### src/tpt_pkg.sv
// Constants, carriers and register map of the TFT panel timing generator.
// Assumes a single 10 MHz system clock and a synchronous host bus.
package tpt_pkg;

    localparam logic [7:0] ADDR_LINE_ACTIVE_WIDTH     = 8'h16;
    localparam logic [7:0] ADDR_LINE_BLANKING_LENGTH  = 8'h18;
    localparam logic [7:0] ADDR_FRAME_HEIGHT_LOW      = 8'h1A;
    localparam logic [7:0] ADDR_FRAME_HEIGHT_HIGH     = 8'h1C;
    localparam logic [7:0] ADDR_FRAME_BLANKING_LENGTH = 8'h1E;
    localparam logic [7:0] ADDR_LINE_SYNC_WIDTH       = 8'h20;
    localparam logic [7:0] ADDR_LINE_SYNC_START       = 8'h22;
    localparam logic [7:0] ADDR_FRAME_SYNC_WIDTH      = 8'h24;
    localparam logic [7:0] ADDR_FRAME_SYNC_START      = 8'h26;
    localparam logic [7:0] ADDR_SYNC_POLARITY         = 8'h28;
    localparam logic [7:0] ADDR_FRAME_MEMORY_PORT_LOW = 8'h48;
    localparam logic [7:0] ADDR_FRAME_MEMORY_PORT_HIGH = 8'h49;
    localparam logic [7:0] ADDR_GAMMA_TABLE_DATA      = 8'h54;
    localparam logic [7:0] ADDR_POWER_SAVE_CONTROL    = 8'h56;

    localparam logic [7:0] REG_RESET_VALUE = 8'h00;
    localparam int         WIDTH_SHIFT     = 3;

    // Bits of the polarity register; a set bit inverts the output
    localparam int POL_PCLK_BIT  = 0;
    localparam int POL_LINE_BIT  = 1;
    localparam int POL_FRAME_BIT = 2;

    // System clocks per pixel clock; even for a 50 percent duty
    localparam logic [1:0] PIXEL_DIV_LAST = 2'h3;
    localparam logic [1:0] PIXEL_DIV_HALF = 2'h2;

    localparam int CLK_PERIOD_NS     = 100;
    localparam int POWER_SAVE_MAX_NS = 20;
    localparam int POWER_SAVE_CYCLES =
        (POWER_SAVE_MAX_NS / CLK_PERIOD_NS < 1) ? 1
                                                : POWER_SAVE_MAX_NS / CLK_PERIOD_NS;

    localparam int FIFO_DEPTH  = 4;
    localparam int PIXEL_WIDTH = 18;

    typedef struct packed {
        logic        cs_n;
        logic        dc;
        logic        wr_n;
        logic        rd_n;
        logic [15:0] md;
    } tpt_bus_type;

    typedef struct packed {
        logic [17:0] pixel_data;
        logic        pclk;
        logic        line_sync;
        logic        frame_sync;
        logic        data_enable;
    } tpt_panel_type;

endpackage : tpt_pkg

### src/tpt_timing.sv
// Panel timing generator with host register file and pixel FIFO.
// Assumes host bus pins already synchronous to clk; one clock domain.
`timescale 1ns/1ps

module tpt_fifo #(
    parameter int WIDTH = 18,
    parameter int DEPTH = 4
) (
    input  wire logic             clk,
    input  wire logic             sys_rst,
    input  wire logic             in_valid,
    output logic                  in_ready,
    input  wire logic [WIDTH-1:0] in_data,
    output logic                  out_valid,
    input  wire logic             out_ready,
    output logic      [WIDTH-1:0] out_data
);
    localparam int AW = $clog2(DEPTH);

    typedef struct packed {
        logic [DEPTH-1:0][WIDTH-1:0] mem;
        logic [AW-1:0]               rd;
        logic [AW-1:0]               wr;
        logic [AW:0]                 count;
    } tpt_fifo_state_type;

    tpt_fifo_state_type s, next_s;
    logic push, pop;

    assign in_ready  = (s.count != (AW+1)'(DEPTH));
    assign out_valid = (s.count != '0);
    assign out_data  = s.mem[s.rd];
    assign push      = in_valid && in_ready;
    assign pop       = out_valid && out_ready;

    always_comb begin
        next_s = s;
        if (push) begin
            next_s.mem[s.wr] = in_data;
            next_s.wr = (s.wr == AW'(DEPTH - 1)) ? '0 : s.wr + 1'b1;
        end
        if (pop) begin
            next_s.rd = (s.rd == AW'(DEPTH - 1)) ? '0 : s.rd + 1'b1;
        end
        next_s.count = s.count + (AW+1)'(push) - (AW+1)'(pop);
    end

    always_ff @(posedge clk) begin
        if (sys_rst) begin
            s <= '0;
        end else begin
            s <= next_s;
        end
    end
endmodule : tpt_fifo

module tpt_timing (
    input  wire logic                   clk,
    input  wire logic                   sys_rst,
    input  wire tpt_pkg::tpt_bus_type   host_bus,
    input  wire logic                   bus_width_strap,
    output logic [15:0]                 md_out,
    output logic                        md_oe,
    output logic                        mem_ready,
    output tpt_pkg::tpt_panel_type      panel
);
    typedef struct packed {
        logic [7:0]  addr;
        logic        wr_prev;
        logic        strap;
        logic        strap_taken;
        logic [7:0]  r_width;
        logic [7:0]  r_hblank;
        logic [7:0]  r_hlow;
        logic [7:0]  r_hhigh;
        logic [7:0]  r_vblank;
        logic [7:0]  r_hsw;
        logic [7:0]  r_hps;
        logic [7:0]  r_vsw;
        logic [7:0]  r_vps;
        logic [7:0]  r_pol;
        logic [7:0]  r_ps;
        logic [7:0]  r_mem_low;
        logic [7:0]  r_gamma;
        logic [7:0]  gamma_index;
        logic [16:0] mem_addr;
        logic        byte_phase;
        logic [1:0]  div;
        logic [10:0] h;
        logic [10:0] v;
        logic        fs_low;
        logic [15:0] md_out;
        tpt_pkg::tpt_panel_type panel;
    } tpt_state_type;

    tpt_state_type s, next_s;
    logic                            wr_rise, ps_on, tick;
    logic                            push_valid, fifo_ready;
    logic                            pop, pix_valid;
    logic [tpt_pkg::PIXEL_WIDTH-1:0] push_data, pix_data;
    logic [10:0]                     htotal, vtotal, de_h0, de_v0;
    logic [10:0]                     fs_point, vn;
    logic                            de_act, hs_act;

    // Expand a 5-6-5 word to 6-6-6 by repeating the top bits
    function automatic logic [17:0] expand(input logic [15:0] w);
        return {w[15:11], w[15], w[10:5], w[4:0], w[4]};
    endfunction : expand

    function automatic logic [7:0] reg_read(input tpt_state_type st);
        unique case (st.addr)
            tpt_pkg::ADDR_LINE_ACTIVE_WIDTH:     return st.r_width;
            tpt_pkg::ADDR_LINE_BLANKING_LENGTH:  return st.r_hblank;
            tpt_pkg::ADDR_FRAME_HEIGHT_LOW:      return st.r_hlow;
            tpt_pkg::ADDR_FRAME_HEIGHT_HIGH:     return st.r_hhigh;
            tpt_pkg::ADDR_FRAME_BLANKING_LENGTH: return st.r_vblank;
            tpt_pkg::ADDR_LINE_SYNC_WIDTH:       return st.r_hsw;
            tpt_pkg::ADDR_LINE_SYNC_START:       return st.r_hps;
            tpt_pkg::ADDR_FRAME_SYNC_WIDTH:      return st.r_vsw;
            tpt_pkg::ADDR_FRAME_SYNC_START:      return st.r_vps;
            tpt_pkg::ADDR_SYNC_POLARITY:         return st.r_pol;
            tpt_pkg::ADDR_GAMMA_TABLE_DATA:      return st.r_gamma;
            tpt_pkg::ADDR_POWER_SAVE_CONTROL:    return st.r_ps;
            default:                             return 8'h00;
        endcase
    endfunction : reg_read

    // Write strobe's rising edge closes a host cycle
    assign wr_rise = !s.wr_prev && host_bus.wr_n && !host_bus.cs_n;
    assign md_oe   = !host_bus.cs_n && !host_bus.rd_n && host_bus.dc;
    assign md_out  = s.md_out;
    assign panel   = s.panel;
    assign mem_ready = fifo_ready;
    assign tick    = (s.div == tpt_pkg::PIXEL_DIV_LAST);

    tpt_fifo #(
        .WIDTH (tpt_pkg::PIXEL_WIDTH),
        .DEPTH (tpt_pkg::FIFO_DEPTH)
    ) u_fifo (
        .clk       (clk),
        .sys_rst   (sys_rst),
        .in_valid  (push_valid),
        .in_ready  (fifo_ready),
        .in_data   (push_data),
        .out_valid (pix_valid),
        .out_ready (pop),
        .out_data  (pix_data)
    );

    always_comb begin
        next_s     = s;
        push_valid = 1'b0;
        push_data  = '0;
        pop        = 1'b0;
        next_s.wr_prev = host_bus.wr_n;
        if (!s.strap_taken) begin
            next_s.strap       = bus_width_strap;
            next_s.strap_taken = 1'b1;
        end
        if (wr_rise && !host_bus.dc) begin
            next_s.addr = host_bus.md[7:0];
        end else if (wr_rise) begin
            unique case (s.addr)
                tpt_pkg::ADDR_LINE_ACTIVE_WIDTH:     next_s.r_width = host_bus.md[7:0];
                tpt_pkg::ADDR_LINE_BLANKING_LENGTH:  next_s.r_hblank = host_bus.md[7:0];
                tpt_pkg::ADDR_FRAME_HEIGHT_LOW:      next_s.r_hlow = host_bus.md[7:0];
                tpt_pkg::ADDR_FRAME_HEIGHT_HIGH:     next_s.r_hhigh = host_bus.md[7:0];
                tpt_pkg::ADDR_FRAME_BLANKING_LENGTH: next_s.r_vblank = host_bus.md[7:0];
                tpt_pkg::ADDR_LINE_SYNC_WIDTH:       next_s.r_hsw = host_bus.md[7:0];
                tpt_pkg::ADDR_LINE_SYNC_START:       next_s.r_hps = host_bus.md[7:0];
                tpt_pkg::ADDR_FRAME_SYNC_WIDTH:      next_s.r_vsw = host_bus.md[7:0];
                tpt_pkg::ADDR_FRAME_SYNC_START:      next_s.r_vps = host_bus.md[7:0];
                tpt_pkg::ADDR_SYNC_POLARITY:         next_s.r_pol = host_bus.md[7:0];
                tpt_pkg::ADDR_POWER_SAVE_CONTROL:    next_s.r_ps = host_bus.md[7:0];
                tpt_pkg::ADDR_GAMMA_TABLE_DATA: begin
                    next_s.r_gamma     = host_bus.md[7:0];
                    next_s.gamma_index = s.gamma_index + 8'h01;
                end
                tpt_pkg::ADDR_FRAME_MEMORY_PORT_LOW: begin
                    // Wide strap takes a whole word; narrow pairs low then high
                    if (s.strap) begin
                        push_valid = 1'b1;
                        push_data  = expand(host_bus.md);
                    end else if (s.byte_phase) begin
                        push_valid = 1'b1;
                        push_data  = expand({host_bus.md[7:0], s.r_mem_low});
                    end else begin
                        next_s.r_mem_low = host_bus.md[7:0];
                    end
                    next_s.byte_phase = !s.strap && !s.byte_phase;
                end
                tpt_pkg::ADDR_FRAME_MEMORY_PORT_HIGH: begin
                    push_valid = 1'b1;
                    push_data  = expand({host_bus.md[7:0], s.r_mem_low});
                    next_s.byte_phase = 1'b0;
                end
                default: ;
            endcase
            if (push_valid && fifo_ready) begin
                next_s.mem_addr = s.mem_addr + 17'h00001;
            end
            if (s.addr != tpt_pkg::ADDR_FRAME_MEMORY_PORT_LOW &&
                s.addr != tpt_pkg::ADDR_FRAME_MEMORY_PORT_HIGH &&
                s.addr != tpt_pkg::ADDR_GAMMA_TABLE_DATA) begin
                next_s.addr = s.addr + 8'h01;
            end
        end
        next_s.md_out = {8'h00, reg_read(s)};

        htotal = 11'({s.r_width[6:0], 3'b000}) + 11'(s.r_hblank[6:0]);
        de_h0  = 11'(s.r_hblank[6:0]) - 11'(s.r_hps[6:0]);
        fs_point = htotal - 11'(s.r_hps[6:0]);
        vtotal = 11'({s.r_hhigh[1:0], s.r_hlow}) + 11'(s.r_vblank);
        de_v0  = 11'(s.r_vblank) - 11'(s.r_vps);
        ps_on  = (next_s.r_ps[1:0] != 2'b00);

        if (ps_on) begin
            // Counters parked so the panel restarts at a line start
            next_s.div    = 2'h0;
            next_s.h      = 11'h000;
            next_s.v      = 11'h000;
            next_s.fs_low = 1'b0;
        end else if (tick) begin
            next_s.div = 2'h0;
            if (s.h + 11'h001 >= htotal) begin
                next_s.h = 11'h000;
                next_s.v = (s.v + 11'h001 >= vtotal) ? 11'h000
                                                      : s.v + 11'h001;
            end else begin
                next_s.h = s.h + 11'h001;
            end
        end else begin
            next_s.div = s.div + 2'h1;
        end
        vn = (next_s.v + 11'h001 >= vtotal) ? 11'h000 : next_s.v + 11'h001;
        if (!ps_on && tick && next_s.h == fs_point) begin
            next_s.fs_low = (vn < 11'(s.r_vsw[6:0]));
        end

        hs_act = (next_s.h < 11'(s.r_hsw[6:0]));
        de_act = (next_s.h >= de_h0) &&
                 (next_s.h < de_h0 + 11'({s.r_width[6:0], 3'b000})) &&
                 (next_s.v >= de_v0) &&
                 (next_s.v < de_v0 + 11'({s.r_hhigh[1:0], s.r_hlow}));

        if (ps_on) begin
            next_s.panel = '0;
        end else begin
            // Launch at the pixel clock's inactive edge for half-period margins
            next_s.panel.pclk = (next_s.div >= tpt_pkg::PIXEL_DIV_HALF) ^
                                s.r_pol[tpt_pkg::POL_PCLK_BIT];
            next_s.panel.line_sync  = !hs_act ^ s.r_pol[tpt_pkg::POL_LINE_BIT];
            next_s.panel.frame_sync = !next_s.fs_low ^
                                      s.r_pol[tpt_pkg::POL_FRAME_BIT];
            next_s.panel.data_enable = de_act;
            if (tick || !s.panel.data_enable) begin
                // Underrun shows black rather than stalling the panel
                pop = de_act && pix_valid;
                next_s.panel.pixel_data = pop ? pix_data : '0;
            end
        end
    end

    always_ff @(posedge clk) begin
        if (sys_rst) begin
            s <= '0;
            // Strobe idles high, so no false write edge follows reset
            s.wr_prev <= 1'b1;
        end else begin
            s <= next_s;
        end
    end

    logic ps_reg, pclk_lvl, hs_lvl;
    assign ps_reg   = (s.r_ps[1:0] != 2'b00);
    assign pclk_lvl = s.panel.pclk ^ s.r_pol[tpt_pkg::POL_PCLK_BIT];
    assign hs_lvl   = s.panel.line_sync ^ s.r_pol[tpt_pkg::POL_LINE_BIT];
endmodule : tpt_timing

### config.mk
export PLATFORM = sky130hd
export DESIGN_NAME = tpt_timing
export DESIGN_NICKNAME = d
export VERILOG_FILES = /design/src/tpt_pkg.sv /design/src/tpt_timing.sv
export SDC_FILE = /design/constraint.sdc
export NUM_CORES = 1
export LEC_CHECK = 0
export BUFFER_PORTS_ARGS = -buffer_cell sky130_fd_sc_hd__buf_4
export CAP_MARGIN = 20
export CELL_PAD_IN_SITES_DETAIL_PLACEMENT = 0
export CELL_PAD_IN_SITES_GLOBAL_PLACEMENT = 1
export CORE_ASPECT_RATIO = 2
export CORE_MARGIN = 2
export CORE_UTILIZATION = 47
export CTS_BUF_LIST = sky130_fd_sc_hd__clkbuf_16
export DETAILED_ROUTE_END_ITERATION = 8
export PLACE_DENSITY_LB_ADDON = 0.1
export REMOVE_ABC_BUFFERS = 1
export SLEW_MARGIN = 20
export SYNTH_ARGS = -nofsm -noshare
export SYNTH_HDL_FRONTEND = slang
export SYNTH_SLANG_ARGS = --single-unit
### constraint.sdc
create_clock -name clk -period 10.61 [get_ports clk]
set_input_delay 0.5305 -clock clk [delete_from_list [all_inputs] [get_ports clk]]
set_output_delay 0.5305 -clock clk [all_outputs]
set_load 0.005 [all_outputs]
==> results of run 1 <==
[area by class of cell]
cell class	instances	share of cell area (%)
multi-input combinational	1487	57.89
sequential	240	28.79
clock buffer	25	3.749
tap	432	3.239
timing repair buffer	70	3.156
inverter	97	2.182
clock inverter	17	0.9972
[placed cells by master (no fill, tap or decap), types with 5 or more instances in the layout]
master,count
a211oi_1,6
a21o_1,29
a21oi_1,233
a222oi_1,19
a22oi_1,62
a31oi_1,7
a32oi_1,5
and2_1,25
and3_1,21
and4_1,10
buf_4,68
clkbuf_16,25
clkinv_1,5
conb_1,8
dfxtp_1,240
fa_1,7
ha_1,146
inv_1,100
mux2i_1,5
mux4_2,16
nand2_1,403
nand2b_1,11
nand3_1,36
nand3b_1,6
nand4_1,18
nor2_1,120
nor2b_1,22
nor3_1,32
nor4_1,5
o211ai_1,5
o21a_1,10
o21ai_0,36
o21bai_1,10
or2_2,7
or3_1,6
xnor2_1,48
xor2_1,33
[synth_stat cells (10+ instances only)]
| cell | instances |
|---|---|
| buf_4 | 39 |
| and3_1 | 21 |
| nand4_1 | 18 |
| a22oi_1 | 62 |
| ha_1 | 146 |
| nor2_1 | 120 |
| a21o_1 | 29 |
| clkbuf_1 | 94 |
| nor2b_1 | 23 |
| nand2_1 | 403 |
| o21bai_1 | 10 |
| o21ai_0 | 37 |
| xor2_1 | 33 |
| a222oi_1 | 19 |
| nand2b_1 | 11 |
| dfxtp_1 | 240 |
| and2_1 | 25 |
| mux4_2 | 16 |
| nor3_1 | 34 |
| nand3_1 | 36 |
| a21oi_1 | 233 |
| inv_1 | 97 |
| xnor2_1 | 48 |
| and4_1 | 10 |
| o21a_1 | 10 |
[sequential cells by signal, indices dropped and copies added (netlist names)]
register,count
md_out,8
panel,20
s,141
u_fifo.s,71
[worst min path at each step]
stage | start | end | slack [ns] | cells past startpoint
final | host_bus[17] | s[195] | 0.19 | 2
after global routing | host_bus[17] | s[195] | 0.19 | 2
after CTS | host_bus[17] | s[195] | 0.17 | 2
after detailed placement | s[61] | s[61] | 0.42 | 1
after global placement | s[61] | s[61] | 0.42 | 1
after floorplan | s[61] | s[61] | 0.40 | 1
[metrics by stage]
step	std cells	worst slack, ns	area (µm²)
after floorplan	1824	2.831	14800
after global placement	2325	1.799	15880
after detailed placement	2325	1.695	15880
after CTS	2367	1.658	16670
after global routing	2368	0.8538	16690
final	2368	1.560	16690
[power by group]
part | total (mW) | internal, mW | leakage [nW] | switching, mW
Combinational | 0.0642 | 0.0162 | 3.88 | 0.0480
Clock | 0.885 | 0.501 | 0.391 | 0.384
Sequential | 0.907 | 0.904 | 1.93 | 0.00273
Total | 1.86 | 1.42 | 6.20 | 0.435
[cells by family after synthesis]
| kind of cell | count (synthesis) | synth area share [%] |
|---|---|---|
| adders and majority gates | 153 | 12.73 |
| DFF | 240 | 31.10 |
| and+or+nand+nor | 747 | 21.93 |
| other | 1 | 0.02427 |
| AOI/OAI and AO/OA | 469 | 19.43 |
| buffers and inverters | 236 | 6.713 |
| xor gates and xnor gates | 83 | 4.883 |
| muxes | 27 | 3.191 |
[per-layer routing]
layer	GRT usage [%]	up-vias	part of all wire [%]
li1	-	6709	-
met4	20.94	0	8.1
met5	0	-	0
met1	27.07	6595	34
met2	58.07	384	55
met3	3.011	189	3.3
==> flow_summary.toml, run 1 <==
[run_status]
status = "finished clean"

[route]
vias = 13880
post_drt_wl_per_cell_um = 21.59
via_per_inst = 5.860
ant_nets = 0
drt-pass1-iter-count = 5
routed_wl_um = 51130
remaining_drc_errors = 0
drtIter0Drc = 796

[die]
initial_core_util_pct = 47.26
core_um2 = 32700
die_height_um = 260.4
pin_count = 63
row_count = 94
die-area_um2 = 34430
die_x_um = 132.2

[worst_setup_path]
worstReg2RegStart = "s[153]"
arrival_ns = 9.47
cp_top_family = "compound AO/OA/AOI/OAI gates"
worstSetupStartpoint = "s[153]"
cp.depth = 43
cp_slowest_cell = "a211oi_1"
r2r-end = "panel[1]"
regToRegSetupSlack_ns = 1.56
reg2regPathDepth = 43
required_ns = 11.03
path_buf_inv = 1
critPathKind = "register to register"
end_kind = "register"
start_kind = "register"
worst-path-max-fanout = 9
cpMostUsedCell = "o21ai_0"
critPathMaxStageDelay_ns = 0.62
crit_end = "panel[1]"

[run]
cap_violations = 0

[global_routing]
grt_usage_pct = 29.16
grt_overflow = 0
antenna_found_initial = 1
grt_pass1_vias = 13730
grt_max_degree = 92
grt_pass1_wl_um = 77980

[synth]
netlist_top_cells_area = "dfxtp_1 (31%), ha_1 (12%), nand2_1 (9.8%)"
ys_seq_area_share_pct = 31.10
ys_ff_latch = 240
ys_warn_count = 0
ys_async_sr_fraction_pct = 0
syn_avg_cell_area_um2 = 7.899
synth.largest_area_cell = "dfxtp_1"
synth_edf_count = 0
netlist_area_um2 = 15450
syn_inst = 1956
yosysTopAreaCellShare_pct = 31.10
synth_cell_types = 81
synth_ff_type = "dfxtp_1"

[timing]
final-setup-viol-count = 0
final.setup.tns_ns = 0
rsz0062_at_grt = "false"
hold_viol_final = 0
max_slew_margin_pct = 30.67
final-max-slew-violation-count = 0
period_needed_ns = 9.050
min_period_over_period_pct = 85.30
clock_skew_ns = 0.01407
fin_hold_ws_ns = 0.1894
max_freq_ghz = 0.1105
worst_pin_slew_ns = 1.040

[power]
p_leak_nw = 6.205
power.total_mw = 1.856
irDropWorstVdd_mv = 0.1273
p_per_area_nw_per_um2 = 111.2

[final_layout]
seq_area_um2 = 4805
fin_util_pct = 51.04
multi_input_area_um2 = 9661
n_fill_cell = 3360
areaGrowthSynthToFinish_pct = 8.009
final_nets = 2097
antenna_cells = 0
drive_gt1_share_pct = 7.800

[placed_design]
gp_congestion = 0.9532
dpl.hpwl_um = 39470
io_buffer_count = 54

[clock_network]
postCtsSetupBuffers = 0
htree_levels = 1
postCtsHoldBufs = 0
post_cts_resized = 0
clk_latency_ns = 0.54
clock-root-buffer = "clkbuf_16"
clock_path_buffers = 3
cts_tree = "built"
cts_buffers = 25
cts_sinks = 240
clkTransAtPathRegs_ns = 0.06

[hold_path]
hold_path.class = "primary input to register"
No activity file was read; power rests on OpenSTA's default activity.
==> run 2: changes to the inputs <==
--- a/config.mk
+++ b/config.mk
@@ -15,6 +15,7 @@
 export CTS_BUF_LIST = sky130_fd_sc_hd__clkbuf_16
 export DETAILED_ROUTE_END_ITERATION = 8
 export PLACE_DENSITY_LB_ADDON = 0.1
+export RECOVER_POWER = 100
 export REMOVE_ABC_BUFFERS = 1
 export SLEW_MARGIN = 20
 export SYNTH_ARGS = -nofsm -noshare
==> run 2 against run 1 <==
Against the previous run: the run now ends with max-capacitance violations, max-slew violations left; clock skew is 0.0015 ns lower; critical path type unchanged; register-to-register slack got worse by 0.17 ns; sequential share of layout area is 0.21 points higher; design area fell by 0.72%.
==> flow_summary.toml, run 2 (synthesis gave the netlist of run 1 again) <==
[clock_network]
post_cts_resized = 0
cts_sinks = 240
postCtsSetupBuffers = 0
htree_levels = 1
clock_path_buffers = 3
clkTransAtPathRegs_ns = 0.06
clk_latency_ns = 0.54
postCtsHoldBufs = 0
clock-root-buffer = "clkbuf_16"
cts_tree = "built"
cts_buffers = 25

[timing]
final-max-slew-violation-count = 205
min_period_over_period_pct = 86.92
max_freq_ghz = 0.1084
clock_skew_ns = 0.01259
period_needed_ns = 9.222
worst_pin_slew_ns = 4.086
fin_ws_ns = 1.388
max_slew_margin_pct = -172.4
final-setup-viol-count = 0
hold_viol_final = 0
final.setup.tns_ns = 0
rsz0062_at_grt = "false"

[final_layout]
final_cell_mix = "nand2_1 (403), dfxtp_1 (240), a21oi_1 (233)"
areaGrowthSynthToFinish_pct = 7.231
regMostFlops = "s"
antenna_cells = 0
multi_input_area_um2 = 9594
n_fill_cell = 3380
drive_gt1_share_pct = 6.818
final_common_cell = "nand2_1"
largest_reg_flops = 141
final_nets = 2097
seq_area_um2 = 4805

[global_routing]
grt_overflow = 0
antenna_found_initial = 1
grt_usage_pct = 29.16
grt_max_degree = 92
grt_pass1_vias = 13730
grt_pass1_wl_um = 77980

[die]
row_count = 94
die-area_um2 = 34430
initial_core_util_pct = 47.26
core_um2 = 32700
pin_count = 63
die_x_um = 132.2
die_height_um = 260.4

[power]
p_per_area_nw_per_um2 = 111.9
irDropWorstVdd_mv = 0.1277
power.total_mw = 1.854
p_leak_nw = 6.120

[worst_setup_path]
cpMostUsedCell = "ha_1"
reg2regPathDepth = 30
critPathMaxStageDelay_ns = 1.00
start_kind = "register"
arrival_ns = 9.58
critPathKind = "register to register"
required_ns = 10.96
worstReg2RegStart = "s[185]"
end_kind = "register"
cp_slowest_cell = "clkbuf_1"
worstSetupStartpoint = "s[185]"
worst-path-max-fanout = 17

[placed_design]
gp_congestion = 0.9532
dp_slack_ns = 1.695
dpl.hpwl_um = 39470
io_buffer_count = 54

[hold_path]
hold_depth = 2
worstHoldStart = "host_bus[17]"
hold_path.class = "primary input to register"

[route]
remaining_drc_errors = 0
ant_nets = 0
via_per_inst = 5.862
drtIter0Drc = 783
drt-pass1-iter-count = 6
vias = 13880
post_drt_wl_per_cell_um = 21.57
routed_wl_um = 51090

[run]
cap_violations = 4

[run_status]
status = "finished with violations"
violations = "max-capacitance violations, max-slew violations"
run 2: area by class of cell:
type | instances | share of cell area [%]
clock buffers | 25 | 3.776
clock inverters | 17 | 1.004
inverters | 97 | 2.198
multi-input cells | 1487 | 57.91
flip-flops and latches | 240 | 29.00
well taps | 432 | 3.262
repair buffers | 70 | 2.855
run 2: per-layer routing:
layer | share of wire (%) | track usage (%)
met1 | 34 | 27.07
met2 | 55 | 58.07
met3 | 3.4 | 3.011
met4 | 8.4 | 20.94
met5 | 0 | 0
run 2: per-stage QoR:
| step | cells | hold slack (ns) | utilization (%) | cell area, µm² |
|---|---|---|---|---|
| 6_report | 2368 | 0.1875 | 50.67 | 16570 |
| 5_1_grt | 2368 | 0.1854 | 50.67 | 16570 |
| 4_1_cts | 2367 | 0.1712 | 50.99 | 16670 |
| 3_5_place_dp | 2325 | 0.4201 | 48.57 | 15880 |
| 3_3_place_gp | 2325 | 0.4189 | 48.57 | 15880 |
| 2_1_floorplan | 1824 | 0.4043 | - | 14800 |
run 2: worst max-delay path: cells and delay by family (launching register included):
kind	cells	cell delay (ns)
AOI/OAI and AO/OA	10	3.57
xor gates and xnor gates	1	0.21
adders and majority gates	7	2.01
buffers and inverters	4	1.36
DFF	1	0.44
and+or+nand+nor	8	1.43
run 2: report_power, final:
group | internal (mW) | leakage, nW | switching, mW
registers | 0.904 | 1.93 | 0.00273
clock network | 0.501 | 0.391 | 0.385
logic | 0.0145 | 3.79 | 0.0475
total | 1.42 | 6.12 | 0.435
run 2: worst paths after layout:
| kind | to | slack (ns) |
|---|---|---|
| hold reg to reg | s[61] | 0.44 |
| setup reg to reg | u_fifo.s[1] | 1.39 |
| setup / recovery | u_fifo.s[1] | 1.39 |
| hold / removal | s[195] | 0.19 |
==> run 3: changes to the inputs <==
--- a/config.mk
+++ b/config.mk
@@ -11,7 +11,7 @@
 export CELL_PAD_IN_SITES_GLOBAL_PLACEMENT = 1
 export CORE_ASPECT_RATIO = 2
 export CORE_MARGIN = 2
-export CORE_UTILIZATION = 47
+export CORE_UTILIZATION = 36
 export CTS_BUF_LIST = sky130_fd_sc_hd__clkbuf_16
 export DETAILED_ROUTE_END_ITERATION = 8
 export PLACE_DENSITY_LB_ADDON = 0.1
==> run 3 against run 2 <==
Against the previous run: the run ends with design-rule violations, max-capacitance violations, max-slew violations left; sequential cell count unchanged; register-to-register slack got worse by 0.43 ns; cell count grew 4.9%; combinational power grew 4.8%; critical path depth increased by 6; utilization shrank 11 points; setup slack worse by 0.43 ns; global-route usage decreased by 4.7 points; clock skew up 0.0037 ns; first-iteration DRC count up 0.89%; clock-buffer cell count up 2; sequential share of layout area fell by 0.28 points; critical endpoint is now u_fifo.s[2].
==> flow_summary.toml, run 3 (synthesis gave the netlist of run 1 again) <==
[run_status]
status = "finished with violations"
violations = "design-rule violations, max-capacitance violations, max-slew violations"

[clock_network]
cts_tree = "built"
cts_buffers = 26
post_cts_resized = 0
clock-root-buffer = "clkbuf_16"
postCtsSetupBuffers = 0
clock_path_buffers = 3
clkTransAtPathRegs_ns = 0.06
htree_levels = 1
clk_latency_ns = 0.56
postCtsHoldBufs = 0
cts_sinks = 240

[timing]
period_needed_ns = 9.652
max_slew_margin_pct = -158.6
final-max-slew-violation-count = 229
final.setup.tns_ns = 0
max_freq_ghz = 0.1036
min_period_over_period_pct = 90.97
clock_skew_ns = 0.01632
hold_viol_final = 0
worst_pin_slew_ns = 3.879
rsz0062_at_grt = "false"
final-setup-viol-count = 0

[final_layout]
drive_gt1_share_pct = 6.859
regMostFlops = "s"
final_common_cell = "nand2_1"
largest_reg_flops = 141
final_cell_mix = "nand2_1 (403), dfxtp_1 (240), a21oi_1 (233)"
areaGrowthSynthToFinish_pct = 8.268
final_nets = 2098
n_fill_cell = 4454
finalNonFillerCells = 2485

[route]
drt-pass1-iter-count = 8
remaining_drc_errors = 1
post_drt_wl_per_cell_um = 22.19
drtIter0Drc = 790
via_per_inst = 5.553
ant_nets = 0
routed_wl_um = 55150
vias = 13800

[run]
cap_violations = 4

[worst_setup_path]
worstSetupStartpoint = "s[153]"
cp_slowest_cell = "clkbuf_1"
arrival_ns = 9.94
cp_top_family = "compound AO/OA/AOI/OAI gates"
cp.depth = 36
required_ns = 10.89
end_kind = "register"
regToRegSetupSlack_ns = 0.96
cpMostUsedCell = "ha_1"
worstReg2RegStart = "s[153]"
critPathMaxStageDelay_ns = 0.98
critPathKind = "register to register"
path_buf_inv = 4
reg2regPathDepth = 36
start_kind = "register"
worst-path-max-fanout = 17
crit_end = "u_fifo.s[2]"
r2r-end = "u_fifo.s[2]"

[global_routing]
grt_pass1_wl_um = 83080
grt_max_degree = 84
grt_usage_pct = 24.46
grt_overflow = 0
grt_pass1_vias = 13780
antenna_found_initial = 2

[die]
row_count = 107
core_um2 = 42440
pin_count = 63
initial_core_util_pct = 36.41
die_x_um = 150.5
die-area_um2 = 44690
die_height_um = 297.0

[placed_design]
dpl.hpwl_um = 42480
gp_congestion = 0.8823
dp_cells = 2439
io_buffer_count = 54

[power]
p_per_area_nw_per_um2 = 110.9
irDropWorstVdd_mv = 0.1336
p_leak_nw = 6.137

[hold_path]
hold_path.class = "primary input to register"
-- run 3: layout make-up --
| class | instances | area (µm²) | area share [%] |
|---|---|---|---|
| multi-input cells | 1487 | 9613 | 57.46 |
| diodes | 1 | 2.502 | 0.01496 |
| clock inverters | 18 | 110.1 | 0.6582 |
| flip-flops and latches | 240 | 4805 | 28.72 |
| well taps | 545 | 681.9 | 4.076 |
| repair buffers | 70 | 476.7 | 2.850 |
| inverters | 97 | 364.1 | 2.177 |
| clock buffers | 27 | 675.6 | 4.039 |
-- run 3: how the worst min path moves through the flow --
stage	from	end	slack, ns	depth (start not counted)
after floorplan	s[61]	s[61]	0.40	1
after global placement	s[61]	s[61]	0.42	1
after detailed placement	s[61]	s[61]	0.43	1
after CTS	host_bus[17]	s[195]	0.17	2
after global routing	host_bus[17]	s[195]	0.17	2
final	host_bus[17]	s[195]	0.18	2
-- run 3: routing by layer --
layer / vias to the layer above / part of all wire (%) / GRT usage (%)
li1: 6705 / - / -
met1: 6611 / 34 / 23.57
met2: 345 / 57 / 49.22
met3: 137 / 3.2 / 2.178
met4: 0 / 5.9 / 12.60
met5: - / 0 / 0
-- run 3: where the power goes --
| group | internal [mW] | switching [mW] |
|---|---|---|
| registers | 0.904 | 0.00279 |
| clock network | 0.481 | 0.402 |
| logic | 0.0150 | 0.0500 |
-- run 3: stage by stage --
stage	instance area (µm²)	hold WS, ns	setup WS [ns]	util (%)	total power, mW
floorplan	14800	0.4043	2.831	-	0.9454
global placement	16030	0.4171	1.694	37.78	0.9934
detailed placement	16040	0.4284	1.581	37.79	0.9937
CTS	16820	0.1651	1.543	39.64	1.878
global route	16730	0.1746	0.4511	39.41	1.908
finish	16730	0.1810	0.9577	39.42	1.855
